### config.mk
export PLATFORM = sky130hd
export DESIGN_NAME = watchdog_reset_source_unit
export DESIGN_NICKNAME = d
export VERILOG_FILES = /design/src/inc/wdt_pkg.sv /design/src/verilog/reset_pin_meter.sv /design/src/verilog/watchdog_reset_source_unit.sv
export SDC_FILE = /design/constraint.sdc
export NUM_CORES = 1
export LEC_CHECK = 0
export BUFFER_PORTS_ARGS = -buffer_cell sky130_fd_sc_hd__buf_2
export CAP_MARGIN = 15
export CORE_MARGIN = 2
export CORE_UTILIZATION = 35
export CTS_CLUSTER_DIAMETER = 60
export DETAILED_ROUTE_END_ITERATION = 16
export MAX_ROUTING_LAYER = met4
export PLACE_DENSITY = 0.54
export SLEW_MARGIN = 20
export SYNTH_ARGS = -nofsm -noshare
export SYNTH_HDL_FRONTEND = slang
export SYNTH_SLANG_ARGS = --single-unit
### constraint.sdc
create_clock -name i_sys_clk -period 5.6 [get_ports i_sys_clk]
set_input_delay 1.12 -clock i_sys_clk [delete_from_list [all_inputs] [get_ports i_sys_clk]]
set_output_delay 1.12 -clock i_sys_clk [all_outputs]
set_load 0.03 [all_outputs]
### src/inc/wdt_pkg.sv
// Shared constants, types and register map of the watchdog and reset-source unit.
package wdt_pkg;
  localparam int CLK_PERIOD_NS = 10;
  localparam int TCL_NS        = CLK_PERIOD_NS / 2;
  localparam int RST_MIN_TCL   = 4;
  localparam int SHORT_MAX_TCL = 1038;
  localparam int LONG_MIN_TCL  = 1040;
  localparam int SEQ_TCL       = 1024;
  localparam int MIN_LOW_CYC   = (RST_MIN_TCL * TCL_NS + CLK_PERIOD_NS - 1) / CLK_PERIOD_NS;
  localparam int SHORT_MAX_CYC = (SHORT_MAX_TCL * TCL_NS) / CLK_PERIOD_NS;
  localparam int LONG_MIN_CYC  = (LONG_MIN_TCL * TCL_NS + CLK_PERIOD_NS - 1) / CLK_PERIOD_NS;
  localparam int SEQ_CYC       = (SEQ_TCL * TCL_NS) / CLK_PERIOD_NS;

  localparam int LOW_W = 11;
  localparam int SEQ_W = 10;
  localparam logic [LOW_W-1:0] LOW_DETECT    = LOW_W'(MIN_LOW_CYC - 1);
  localparam logic [LOW_W-1:0] LOW_SHORT_MAX = LOW_W'(SHORT_MAX_CYC);
  localparam logic [LOW_W-1:0] LOW_SAT       = 11'h7FF;
  localparam logic [SEQ_W-1:0] SEQ_LAST      = SEQ_W'(SEQ_CYC - 1);

  localparam int PRESC_W  = 7;
  localparam int DIV_FAST = 2;
  localparam int DIV_SLOW = 128;
  localparam logic [PRESC_W-1:0] PRESC_FAST_LAST = PRESC_W'(DIV_FAST - 1);
  localparam logic [PRESC_W-1:0] PRESC_SLOW_LAST = PRESC_W'(DIV_SLOW - 1);

  localparam int ADDR_W   = 16;
  localparam int DATA_W   = 16;
  localparam int CNT_W    = 16;
  localparam int RELOAD_W = 8;
  localparam logic [ADDR_W-1:0] CTRL_ADDR     = 16'hFFAE;
  localparam logic [ADDR_W-1:0] IRQ_STAT_ADDR = 16'hFFB0;
  localparam logic [ADDR_W-1:0] IRQ_MASK_ADDR = 16'hFFB2;
  localparam int PRESC_BIT  = 0;
  localparam int FLAG_LSB   = 1;
  localparam int FLAG_W     = 5;
  localparam int RELOAD_LSB = 8;
  localparam logic [RELOAD_W-1:0] RELOAD_RESET = 8'h00;
  localparam logic                PRESC_RESET  = 1'h0;
  localparam logic [CNT_W-1:0]    CNT_MAX      = 16'hFFFF;
  localparam logic [7:0]          LOW_BYTE_CLR = 8'h00;

  localparam int EV_W               = 3;
  localparam int EV_OVERFLOW        = 0;
  localparam int EV_RESET_DONE      = 1;
  localparam int EV_DISABLE_REFUSED = 2;
  localparam logic [EV_W-1:0] IRQ_MASK_RESET = 3'h0;

  typedef struct packed {
    logic pon;
    logic long_hw;
    logic short_hw;
    logic sw;
    logic ovf;
  } reset_flags_t;

  typedef struct packed {
    logic [RELOAD_W-1:0] reload;
    logic                presc_sel;
  } wdt_ctrl_t;

  typedef enum logic [1:0] {ST_RUN, ST_SEQ, ST_SAMPLE, ST_EXTEND} state_t;
  typedef enum logic [1:0] {SRC_PIN, SRC_SW, SRC_WDT} src_t;
endpackage

### src/verilog/reset_pin_meter.sv
// Measures consecutive low cycles on the reset input and flags a valid reset pulse.
`timescale 1ns/10ps
`default_nettype none
module reset_pin_meter
  import wdt_pkg::*;
(
  input  wire logic             i_sys_clk,
  input  wire logic             i_rst,
  input  wire logic             i_pin,
  output logic                  o_detect,
  output logic      [LOW_W-1:0] o_low_cycles
);
  logic             pin_d_reg;
  logic [LOW_W-1:0] low_cnt_reg;

  always_ff @(posedge i_sys_clk)
  begin
    if (i_rst)
    begin
      pin_d_reg <= 1'h1;
    end
    else
    begin
      pin_d_reg <= i_pin;
    end
  end

  // The count holds after the pin rises so the owner can classify the pulse.
  always_ff @(posedge i_sys_clk)
  begin
    if (i_rst)
    begin
      low_cnt_reg <= '0;
    end
    else if (!i_pin)
    begin
      if (pin_d_reg)
      begin
        low_cnt_reg <= 11'h001;
      end
      else if (low_cnt_reg != LOW_SAT)
      begin
        low_cnt_reg <= low_cnt_reg + 11'h001;
      end
    end
  end

  assign o_detect     = !i_pin && !pin_d_reg && (low_cnt_reg == LOW_DETECT);
  assign o_low_cycles = low_cnt_reg;
endmodule // reset_pin_meter
`default_nettype wire

### src/verilog/watchdog_reset_source_unit.sv
// Watchdog timer, internal reset sequencer and reset-source indication flags.
`timescale 1ns/10ps
`default_nettype none
// Notes on behaviour
// (RULE1) Watchdog runs after reset; disable only before init.
// (RULE2) Overflow forces internal reset, reset output low.
// (RULE3) Prescale bit picks clock divide 2 or 128.
// (RULE4) Overflow flag set on overflow, hardware/service clear.
// (RULE5) Software reset flag cleared only by end-of-init.
// (RULE6) Short pin pulse sets short flag.
// (RULE7) Pin low over 1040 half-periods sets long.
// (RULE8) Power-on detect sets power-on flag.
// (RULE9) Software writes never change reset flags.
// (RULE10) Flags accumulate; end-of-init clears them all.
// (RULE11) Each reset source sets its own flag set.
// (RULE12) Bidirectional pin held low makes reset long.
// (RULE13) Sixteen-bit counter, high byte from reload field.
// (RULE14) Service reloads high byte from reload field.
// (RULE15) Software should rewrite control before servicing.
// (RULE16) Timeout is 512*(1+63*sel)*(256-reload) cycles.
// (RULE17) Software must service before overflow.
// (RULE18) Counter counts up; service clears low byte.
// (RULE19) Reload and prescale select clear on reset.
module watchdog_reset_source_unit
  import wdt_pkg::*;
(
  input  wire logic              i_sys_clk,
  input  wire logic              i_rst,
  input  wire logic [ADDR_W-1:0] i_addr,
  input  wire logic [DATA_W-1:0] i_wr_data,
  input  wire logic              i_wr_stb,
  input  wire logic              i_rd_stb,
  output logic      [DATA_W-1:0] o_rd_data,
  input  wire logic              i_service_instr,
  input  wire logic              i_end_of_init_instr,
  input  wire logic              i_software_reset_instr,
  input  wire logic              i_disable_instr,
  input  wire logic              i_bidir_reset_en,
  input  wire logic              i_power_on_detect,
  input  wire logic              i_reset_input_pin,
  output logic                   o_reset_input_pin,
  output logic                   o_reset_input_pin_oe_n,
  output logic                   o_reset_output_pin_n,
  output logic                   o_chip_reset,
  output logic                   o_irq
);
  state_t             state_reg;
  src_t               src_reg;
  logic               long_reg;
  logic               pon_reg;
  logic               bidir_reg;
  reset_flags_t       flags_reg;
  reset_flags_t       flags_next;
  wdt_ctrl_t          ctrl_reg;
  logic               wdt_en_reg;
  logic               init_done_reg;
  logic [PRESC_W-1:0] presc_cnt_reg;
  logic [CNT_W-1:0]   cnt_reg;
  logic [SEQ_W-1:0]   seq_cnt_reg;
  logic [EV_W-1:0]    irq_stat_reg;
  logic [EV_W-1:0]    irq_mask_reg;
  logic [EV_W-1:0]    events;
  logic [LOW_W-1:0]   low_cycles;
  logic               pin_detect;
  logic               running;
  logic               tick;
  logic               overflow;
  logic               sw_req;
  logic               pin_req;
  logic               start_rst;
  logic               seq_done;
  logic               apply;
  logic               long_now;
  logic               ctrl_wr;

  function automatic logic [PRESC_W-1:0] presc_last(input logic sel);
    return sel ? PRESC_SLOW_LAST : PRESC_FAST_LAST;
  endfunction

  function automatic reset_flags_t flags_for(input src_t s, input logic lng, input logic pon);
    reset_flags_t f;
    f = '0;
    f.sw = 1'h1;
    if (pon)
    begin
      f.pon      = 1'h1;
      f.long_hw  = 1'h1;
      f.short_hw = 1'h1;
    end
    else if (lng)
    begin
      f.long_hw  = 1'h1;
      f.short_hw = 1'h1;
    end
    else if (s == SRC_PIN)
    begin
      f.short_hw = 1'h1;
    end
    else if (s == SRC_WDT)
    begin
      f.ovf = 1'h1;
    end
    return f;
  endfunction

  function automatic logic is_addr(input logic [ADDR_W-1:0] a, input logic [ADDR_W-1:0] b);
    return a == b;
  endfunction

  reset_pin_meter u_meter (
    .i_sys_clk    (i_sys_clk),
    .i_rst        (i_rst),
    .i_pin        (i_reset_input_pin),
    .o_detect     (pin_detect),
    .o_low_cycles (low_cycles)
  );

  assign running   = (state_reg == ST_RUN);
  assign ctrl_wr   = i_wr_stb && is_addr(i_addr, CTRL_ADDR) && running;
  assign tick      = running && wdt_en_reg
                     && (presc_cnt_reg == presc_last(ctrl_reg.presc_sel)); // [RULE3]
  assign overflow  = tick && (cnt_reg == CNT_MAX) && !i_service_instr; // [RULE2] [RULE18]
  assign sw_req    = running && i_software_reset_instr;
  assign pin_req   = running && (pin_detect || i_power_on_detect); // [RULE6] [RULE8]
  assign start_rst = overflow || sw_req || pin_req;
  assign seq_done  = (state_reg == ST_SEQ) && (seq_cnt_reg == SEQ_LAST);
  assign apply     = ((state_reg == ST_SAMPLE) || (state_reg == ST_EXTEND)) && i_reset_input_pin;
  // A pin pulse counts as long once it outlasts the short window.
  assign long_now  = long_reg || ((src_reg == SRC_PIN) && (low_cycles > LOW_SHORT_MAX)); // [RULE7]

  always_ff @(posedge i_sys_clk)
  begin
    if (i_rst)
    begin
      state_reg <= ST_RUN;
    end
    else
    begin
      case (state_reg)
        ST_RUN:
        begin
          if (start_rst)
          begin
            state_reg <= ST_SEQ; // [RULE2]
          end
        end
        ST_SEQ:
        begin
          if (seq_done)
          begin
            state_reg <= ST_SAMPLE;
          end
        end
        ST_SAMPLE:
        begin
          state_reg <= i_reset_input_pin ? ST_RUN : ST_EXTEND;
        end
        ST_EXTEND:
        begin
          if (i_reset_input_pin)
          begin
            state_reg <= ST_RUN;
          end
        end
        default:
        begin
          state_reg <= ST_RUN;
        end
      endcase
    end
  end

  always_ff @(posedge i_sys_clk)
  begin
    if (i_rst)
    begin
      seq_cnt_reg <= '0;
    end
    else if (state_reg != ST_SEQ)
    begin
      seq_cnt_reg <= '0;
    end
    else
    begin
      seq_cnt_reg <= seq_cnt_reg + 10'h001;
    end
  end

  // The pin source wins a tie because it also reports supply trouble.
  always_ff @(posedge i_sys_clk)
  begin
    if (i_rst)
    begin
      src_reg   <= SRC_PIN;
      long_reg  <= 1'h0;
      pon_reg   <= 1'h0;
      bidir_reg <= 1'h0;
    end
    else if (start_rst)
    begin
      src_reg   <= pin_req ? SRC_PIN : (overflow ? SRC_WDT : SRC_SW); // [RULE11]
      long_reg  <= 1'h0;
      pon_reg   <= i_power_on_detect; // [RULE8]
      bidir_reg <= i_bidir_reset_en;
    end
    else if (!running)
    begin
      if ((state_reg == ST_SAMPLE) && !i_reset_input_pin && bidir_reg)
      begin
        long_reg <= 1'h1; // [RULE12]
      end
      if (i_power_on_detect)
      begin
        pon_reg <= 1'h1;
      end
    end
  end

  always_comb
  begin
    flags_next = flags_reg;
    if (apply)
    begin
      if ((src_reg == SRC_PIN) || long_now || pon_reg)
      begin
        flags_next.ovf = 1'h0; // [RULE4]
      end
      flags_next = flags_next | flags_for(src_reg, long_now, pon_reg); // [RULE11] [RULE12]
    end
    else if (running && i_end_of_init_instr)
    begin
      flags_next = '0; // [RULE5] [RULE10]
    end
    else if (running && i_service_instr)
    begin
      flags_next.ovf = 1'h0; // [RULE4]
    end
  end

  // Bus writes never reach the flags; only the next-value logic does.
  always_ff @(posedge i_sys_clk)
  begin
    if (i_rst)
    begin
      flags_reg <= '0;
    end
    else
    begin
      flags_reg <= flags_next; // [RULE9]
    end
  end

  always_ff @(posedge i_sys_clk)
  begin
    if (i_rst || !running)
    begin
      ctrl_reg.reload    <= RELOAD_RESET; // [RULE19]
      ctrl_reg.presc_sel <= PRESC_RESET;
    end
    else if (ctrl_wr)
    begin
      ctrl_reg.reload    <= i_wr_data[RELOAD_LSB +: RELOAD_W];
      ctrl_reg.presc_sel <= i_wr_data[PRESC_BIT];
    end
  end

  always_ff @(posedge i_sys_clk)
  begin
    if (i_rst || !running)
    begin
      wdt_en_reg    <= 1'h1; // [RULE1]
      init_done_reg <= 1'h0;
    end
    else
    begin
      if (i_end_of_init_instr)
      begin
        init_done_reg <= 1'h1;
      end
      if (i_disable_instr && !init_done_reg)
      begin
        wdt_en_reg <= 1'h0; // [RULE1]
      end
    end
  end

  // Counter and prescaler stay cleared while any reset sequence runs.
  always_ff @(posedge i_sys_clk)
  begin
    if (i_rst || !running)
    begin
      presc_cnt_reg <= '0;
      cnt_reg       <= '0;
    end
    else if (i_service_instr)
    begin
      presc_cnt_reg <= '0;
      cnt_reg       <= {ctrl_reg.reload, LOW_BYTE_CLR}; // [RULE13] [RULE14] [RULE18]
    end
    else if (tick)
    begin
      presc_cnt_reg <= '0;
      cnt_reg       <= cnt_reg + 16'h0001; // [RULE16] [RULE18]
    end
    else if (wdt_en_reg)
    begin
      presc_cnt_reg <= presc_cnt_reg + 7'h01;
    end
  end

  assign events[EV_OVERFLOW]        = overflow;
  assign events[EV_RESET_DONE]      = apply;
  assign events[EV_DISABLE_REFUSED] = running && i_disable_instr && init_done_reg;

  // A read clears the status, but an event in the same cycle survives.
  always_ff @(posedge i_sys_clk)
  begin
    if (i_rst)
    begin
      irq_stat_reg <= '0;
    end
    else if (i_rd_stb && is_addr(i_addr, IRQ_STAT_ADDR))
    begin
      irq_stat_reg <= events;
    end
    else
    begin
      irq_stat_reg <= irq_stat_reg | events;
    end
  end

  always_ff @(posedge i_sys_clk)
  begin
    if (i_rst)
    begin
      irq_mask_reg <= IRQ_MASK_RESET;
    end
    else if (i_wr_stb && is_addr(i_addr, IRQ_MASK_ADDR))
    begin
      irq_mask_reg <= i_wr_data[EV_W-1:0];
    end
  end

  always_ff @(posedge i_sys_clk)
  begin
    if (i_rst)
    begin
      o_rd_data <= '0;
    end
    else
    begin
      o_rd_data <= '0;
      if (i_rd_stb)
      begin
        if (is_addr(i_addr, CTRL_ADDR))
        begin
          o_rd_data[RELOAD_LSB +: RELOAD_W] <= ctrl_reg.reload;
          o_rd_data[FLAG_LSB +: FLAG_W]     <= flags_reg;
          o_rd_data[PRESC_BIT]              <= ctrl_reg.presc_sel;
        end
        else if (is_addr(i_addr, IRQ_STAT_ADDR))
        begin
          o_rd_data[EV_W-1:0] <= irq_stat_reg;
        end
        else if (is_addr(i_addr, IRQ_MASK_ADDR))
        begin
          o_rd_data[EV_W-1:0] <= irq_mask_reg;
        end
      end
    end
  end

  assign o_irq                  = |(irq_stat_reg & irq_mask_reg);
  assign o_chip_reset           = !running;
  assign o_reset_output_pin_n   = running; // [RULE2]
  assign o_reset_input_pin      = 1'h0;
  assign o_reset_input_pin_oe_n = !((state_reg == ST_SEQ) && bidir_reg); // [RULE12]

  property p_overflow_reset;
    @(posedge i_sys_clk) disable iff (i_rst)
    overflow |=> (state_reg == ST_SEQ) && !o_reset_output_pin_n && o_chip_reset;
  endproperty
  a_overflow_reset: assert property (p_overflow_reset) else $error("overflow gave no reset"); // [RULE2]

  property p_tick_div;
    @(posedge i_sys_clk) disable iff (i_rst)
    tick |-> presc_cnt_reg == (ctrl_reg.presc_sel ? 7'h7F : 7'h01);
  endproperty
  a_tick_div: assert property (p_tick_div) else $error("prescaler tick at wrong count"); // [RULE3]

  property p_service_reload;
    @(posedge i_sys_clk) disable iff (i_rst)
    (running && i_service_instr) |=> cnt_reg == {$past(ctrl_reg.reload), 8'h00};
  endproperty
  a_service_reload: assert property (p_service_reload) else $error("service reload wrong"); // [RULE14]

  property p_write_keeps_flags;
    @(posedge i_sys_clk) disable iff (i_rst)
    (ctrl_wr && !i_end_of_init_instr && !i_service_instr) |=> flags_reg == $past(flags_reg);
  endproperty
  a_write_keeps_flags: assert property (p_write_keeps_flags) else $error("write changed flags"); // [RULE9]

  property p_end_of_init_instr_clears;
    @(posedge i_sys_clk) disable iff (i_rst)
    (running && i_end_of_init_instr) |=> flags_reg == '0;
  endproperty
  a_end_of_init_instr_clears: assert property (p_end_of_init_instr_clears) else $error("end of init left flags"); // [RULE10]

  property p_reset_restores;
    @(posedge i_sys_clk) disable iff (i_rst)
    $fell(o_chip_reset) |-> wdt_en_reg && !init_done_reg && (ctrl_reg == '0);
  endproperty
  a_reset_restores: assert property (p_reset_restores) else $error("reset state not restored"); // [RULE1]

  property p_late_disable;
    @(posedge i_sys_clk) disable iff (i_rst)
    (running && init_done_reg && wdt_en_reg && i_disable_instr) |=> wdt_en_reg;
  endproperty
  a_late_disable: assert property (p_late_disable) else $error("late disable accepted"); // [RULE1]

  property p_wdt_flags;
    @(posedge i_sys_clk) disable iff (i_rst)
    (apply && (src_reg == SRC_WDT) && !long_now && !pon_reg) |=> flags_reg.sw && flags_reg.ovf;
  endproperty
  a_wdt_flags: assert property (p_wdt_flags) else $error("watchdog reset flags wrong"); // [RULE11]

  property p_sw_reset_hold;
    @(posedge i_sys_clk) disable iff (i_rst)
    (sw_req && !pin_req && !overflow) |=> o_chip_reset [*8];
  endproperty
  a_sw_reset_hold: assert property (p_sw_reset_hold) else $error("software reset too short"); // [RULE5]

  property p_bidir_long;
    @(posedge i_sys_clk) disable iff (i_rst)
    ((state_reg == ST_SAMPLE) && !i_reset_input_pin && bidir_reg) |=> long_reg;
  endproperty
  a_bidir_long: assert property (p_bidir_long) else $error("bidirectional reset not long"); // [RULE12]
endmodule // watchdog_reset_source_unit
`default_nettype wire

[Word-level counts from Yosys, hierarchy flattened]
Cells that the tools add are included.
Word-level totals
  bits in registers: 90
  input port bits: 43
Operators by class
  magnitude comparators: 1
  multiplexer cells: 37
  reduce and logical (&&, ||, !) cells: 55
  bitwise logic cells: 7
  equal/unequal tests: 16
  add/subtract/negate cells: 4
Operators by type and width (number)
  16-bit equality test (second input constant): 4
  16-bit two-way mux: 2
  1-bit logical AND: 23
  11-bit two-way mux: 2
  1-bit two-way mux: 17
  16-bit by 1-bit adder with 16-bit output (second input constant): 1
  2-bit two-way mux: 8
  3-bit two-way mux: 4
  11-bit by 1-bit adder with 11-bit output (second input constant): 1
  11-bit by 1-bit equality test with 1-bit output (second input constant): 1
  11-bit by 10-bit > comparator with 1-bit output (second input constant): 1
  11-bit != test (second input constant): 1
  10-bit by 1-bit adder with 10-bit output (second input constant): 1
  10-bit by 9-bit equality test with 1-bit output (second input constant): 1
  3-bit OR reduction: 3
  1-bit logical OR: 8
  2-bit case mux with 4 select lines: 1
  2-bit nonzero test: 4
  2-bit OR reduction: 4
  7-bit by 1-bit adder with 7-bit output (second input constant): 1
  7-bit equality test: 1
  7-bit two-way mux: 1
  2-bit equality test (second input constant): 3
  1-bit logical NOT: 6
  13 further kinds: 21

[Longest topological paths before layout]
  depth in word-level cells: 9
  mapped depth: 7

[Cells and area by module]
A second synthesis with hierarchy kept.
Unflattened totals
  cells, all modules: 441
  area, all modules: 4058.9 sq um
By module, submodules not included
  watchdog_reset_source_unit: instances 1, area each 3367.0 sq um, cells an instance 365
  reset_pin_meter: instances 1, area each 691.9 sq um, cells an instance 76

[Worst setup path after synthesis]
Ideal clock, no wire load.
  kind: input to register
  from: input port i_addr[15]
  to: register irq_mask_reg[0]
  arrival: 2336 ps
  setup slack: 3137 ps
  data required time: 5472 ps
  buffers on the path: 1
  cell stages on the path: 6
  path through: nand4_1 -> nor4b_1 -> and4_1 -> clkbuf_1 -> mux2i_1 -> nor2_1
Between the ends
  word-level cells in the longest chain between the ends: 2
RTL lines
  from (decl): RTL line watchdog_reset_source_unit.sv:29  | input wire logic [ADDR_W-1:0] i_addr,
  16-bit equality test: RTL line watchdog_reset_source_unit.sv:107  | return a == b;
  1-bit logical AND: RTL line watchdog_reset_source_unit.sv:338  | else if (i_wr_stb && is_addr(i_addr, IRQ_MASK_ADDR))
  to (signal assigned): RTL line watchdog_reset_source_unit.sv:340  | irq_mask_reg <= i_wr_data[EV_W-1:0];
  to (decl): RTL line watchdog_reset_source_unit.sv:61  | logic [EV_W-1:0] irq_mask_reg;
Every way passes these cells.
A chain may end at the register's enable or synchronous reset.

[Worst setup path in the final report]
  from: input port i_addr[15]
  to: register ctrl_reg[7] (netlist bit)
Between the ends
  word-level cells in the longest chain between the ends: 3
RTL lines
  16-bit equality test: RTL line watchdog_reset_source_unit.sv:107
  1-bit logical AND (2 in a row): RTL line watchdog_reset_source_unit.sv:119  | assign ctrl_wr = i_wr_stb && is_addr(i_addr, CTRL_ADDR) && running;
  to (decl): RTL line watchdog_reset_source_unit.sv:54  | wdt_ctrl_t ctrl_reg;
Every way passes these cells.

==> out/qor.txt <==
Yosys warnings: 0
Ys async rst share: 0
Layout Area Growth over Synthesis: 15.2%
Final hold slack: 450 ps
CTS tree: built
Cts hold-fix bufs: 0
Final setup fails: 0
First-pass GRT wire length: 14.7 mm
Num CTS Buffers: 9
IO Count: 64
Clk_skew: 13.2 ps
Count leader, synth: dfxtp_1
Maximum vdd drop: 0.000210 V
Pint: 0.921 mW
H-tree Lvls: 3
Combinational power share: 0.055
WHS Path Cells: 1
Synthesis-stage register bit count: 88
Crit path kind: input pin to flop
Mean Syn Cell Area: 8.80 um2
DR DRC count: 0
Worst Tran Pin Value: 750 ps
R2R setup slack: 3290 ps
Register area share after synthesis: 0.451
Largest net degree at the start of global routing: 25
Final worst-path setup slack: 2790 ps
Setup_tns: 0 ps
DR WL met3: 325 um
Post-cts resize count: 0
RSZ-0062 raised after global routing: false
Synthesized instance count: 444
Top cell type's share of synthesized area: 0.451
Via density: 5.12
Leading area contributor after synthesis: dfxtp_1
Clock transition at the registers of the reported paths: 90 ps
DRT iter0 DRCs: 151
Drt pass-1 iters: 4
DP Area: 4270 um2
F_max: 356 MHz
Post-synth cell types: 56
Antenna cells: 0
Crit path max fanout: 9
Worst Hold Endpoint: seq_cnt_reg[0]$_SDFF_PP0_
Min Tclk post-route: 2810 ps
Die width: 110 um
Initial antenna violation count: 0
DP HPWL: 6.30 mm
Post-Layout Inst Area: 4500 um2
Core area: 10900 um2
IO buf count: 55
Commonest cells in the netlist: dfxtp_1, nor2_1, nand2_1
Post-Layout Cell Count: 637
Final hold vios: 0
Vias post-DR: 3263
CP Launch Point: i_addr[15]
Synth Cell Area: 3910 um2
CTS Buffer Depth: 2
Drt total wl: 8.65 mm
Fin util: 0.413
Setup bufs post-CTS: 0
Footprint of the multi-input gates: 2010 um2
Reg area: 1760 um2
Met1 Wirelength: 3.94 mm
DR WL met2: 4.29 mm
R2r startpoint: presc_cnt_reg[2]$_SDFFE_PP0P_
Power per cell area: 266 nW/um2
Initial core utilization: 0.359
Reg2Reg Depth: 5
Area contributors post-synth: dfxtp_1, nor2_1, mux2i_1
Top Metal Used: met4
CP required: 5830 ps
Clock sinks: 88
Antenna viol nets, final: 0
Switching portion of total power: 0.230
Period utilization: 0.501
Total GRT Usage: 0.160
Power Total: 1.20 mW
Pins Over Slew Limit: 0
Seq pwr share: 0.534
DR WL/cell: 13.6 um
Synth Flop Type: dfxtp_1
Pre-CTS WS: 2460 ps
WP data arrival: 3030 ps
Hold crit path type: flop to flop
Static leakage: 1.77 nW
Max reg flops: 16
Fill cells: 1110
Clock share of power: 0.411
Reg2reg end: long_reg$_SDFFE_PP0P_
Status: finished, final reports clean
Maximum capacitance violations: 0
Vias in the first global route: 3190
Placed cell count: 621
Final #Nets: 540
Die area: 12000 um2
Grt total ovfl: 0
Cell row count: 38
Net Switching: 0.276 mW
Worst skew pair latency: 360 ps
Placer Congestion: 0.827
Clock root buffer: clkbuf_8
Share of layout cells above drive strength 1: 0.155
Nature of the critical path endpoint: flop
Critical path startpoint category: input pin
Die height: 110 um
Hold path start: seq_cnt_reg[0]$_SDFF_PP0_
Number of synthesized flops with an enable pin: 0
Max_slew headroom: 0.493
-- logic make-up (layout without fill, tap and decap cells) --
kind of cell / Yosys count / after routing / share of synthesized area
simple gates: 194 / 194 / 0.261
compound gates: 81 / 81 / 0.134
xor+xnor: 24 / 24 / 0.0538
flops: 88 / 88 / 0.451
fa+ha+maj: 5 / 5 / 0.0160
mux: 18 / 18 / 0.0461
other cells: 1 / 3 / 0.000960
buf+inv: 33 / 84 / 0.0368
-- placed cells by master (no fill, tap or decap), types with 3 or more instances in the layout --
master and count:
inv_1 12, nand2_1 38, nand4_1 13, nor3b_1 4
nand3_1 17, o21ai_0 15, a22oi_1 5, and3_1 4
ha_1 5, o21a_1 4, nor3_1 10, xnor2_1 12
clkbuf_8 10, a21o_1 5, nor4_1 6, nand4b_1 3
nor2_1 57, a41oi_1 3, xor2_1 12, mux2i_1 18
nor4b_1 4, dfxtp_1 88, a211oi_1 4, or3_1 7
conb_1 3, buf_2 55, and2_1 11, a22o_1 3
a31oi_1 5, a21oi_1 26, and4_1 5
-- area by class of cell --
| cell class | count | share of cell area |
|---|---|---|
| Clock buffer | 10 | 0.0306 |
| Clock inverter | 6 | 0.0200 |
| Inverter | 12 | 0.0100 |
| Multi-Input combinational cell | 325 | 0.446 |
| Sequential cell | 88 | 0.391 |
| Tap cell | 140 | 0.0389 |
| Timing Repair Buffer | 56 | 0.0628 |
-- worst max path at each step --
stage | to | slack (ps) | depth (start not counted)
after global placement | ctrl_reg[3]$_SDFFE_PP0P_ | 2530 | 6
after detailed placement | ctrl_reg[2]$_SDFFE_PP0P_ | 2460 | 6
after CTS | ctrl_reg[7]$_SDFFE_PP0P_ | 2860 | 6
after floorplan | irq_mask_reg[0]$_SDFFE_PP0P_ | 3140 | 6
after global routing | ctrl_reg[3]$_SDFFE_PP0P_ | 2640 | 6
final | ctrl_reg[7]$_SDFFE_PP0P_ | 2790 | 6
-- per-layer routing --
layer | vias to the layer above | GRT usage
met5 | - | -
met4 | 0 | 0.0479
met3 | 8 | 0.0421
met2 | 53 | 0.272
met1 | 1525 | 0.184
li1 | 1677 | -
-- worst max-delay path: stages --
cell,delay (ps)
buf_2,70
nand4_1,90
nor4b_1,680
nand4_1,680
mux2i_1,340
nor2_1,50
-- power groups by stage --
stage	Combinational [mW]	Clock [mW]	Sequential, mW
6_report	0.0652	0.492	0.639
5_1_grt	0.0727	0.539	0.640
4_1_cts	0.0661	0.515	0.639
3_5_place_dp	0.0658	0	0.654
3_3_place_gp	0.0651	0	0.654
2_1_floorplan	0.0429	0	0.650
Note: power is estimated with default switching activity, not from simulation.
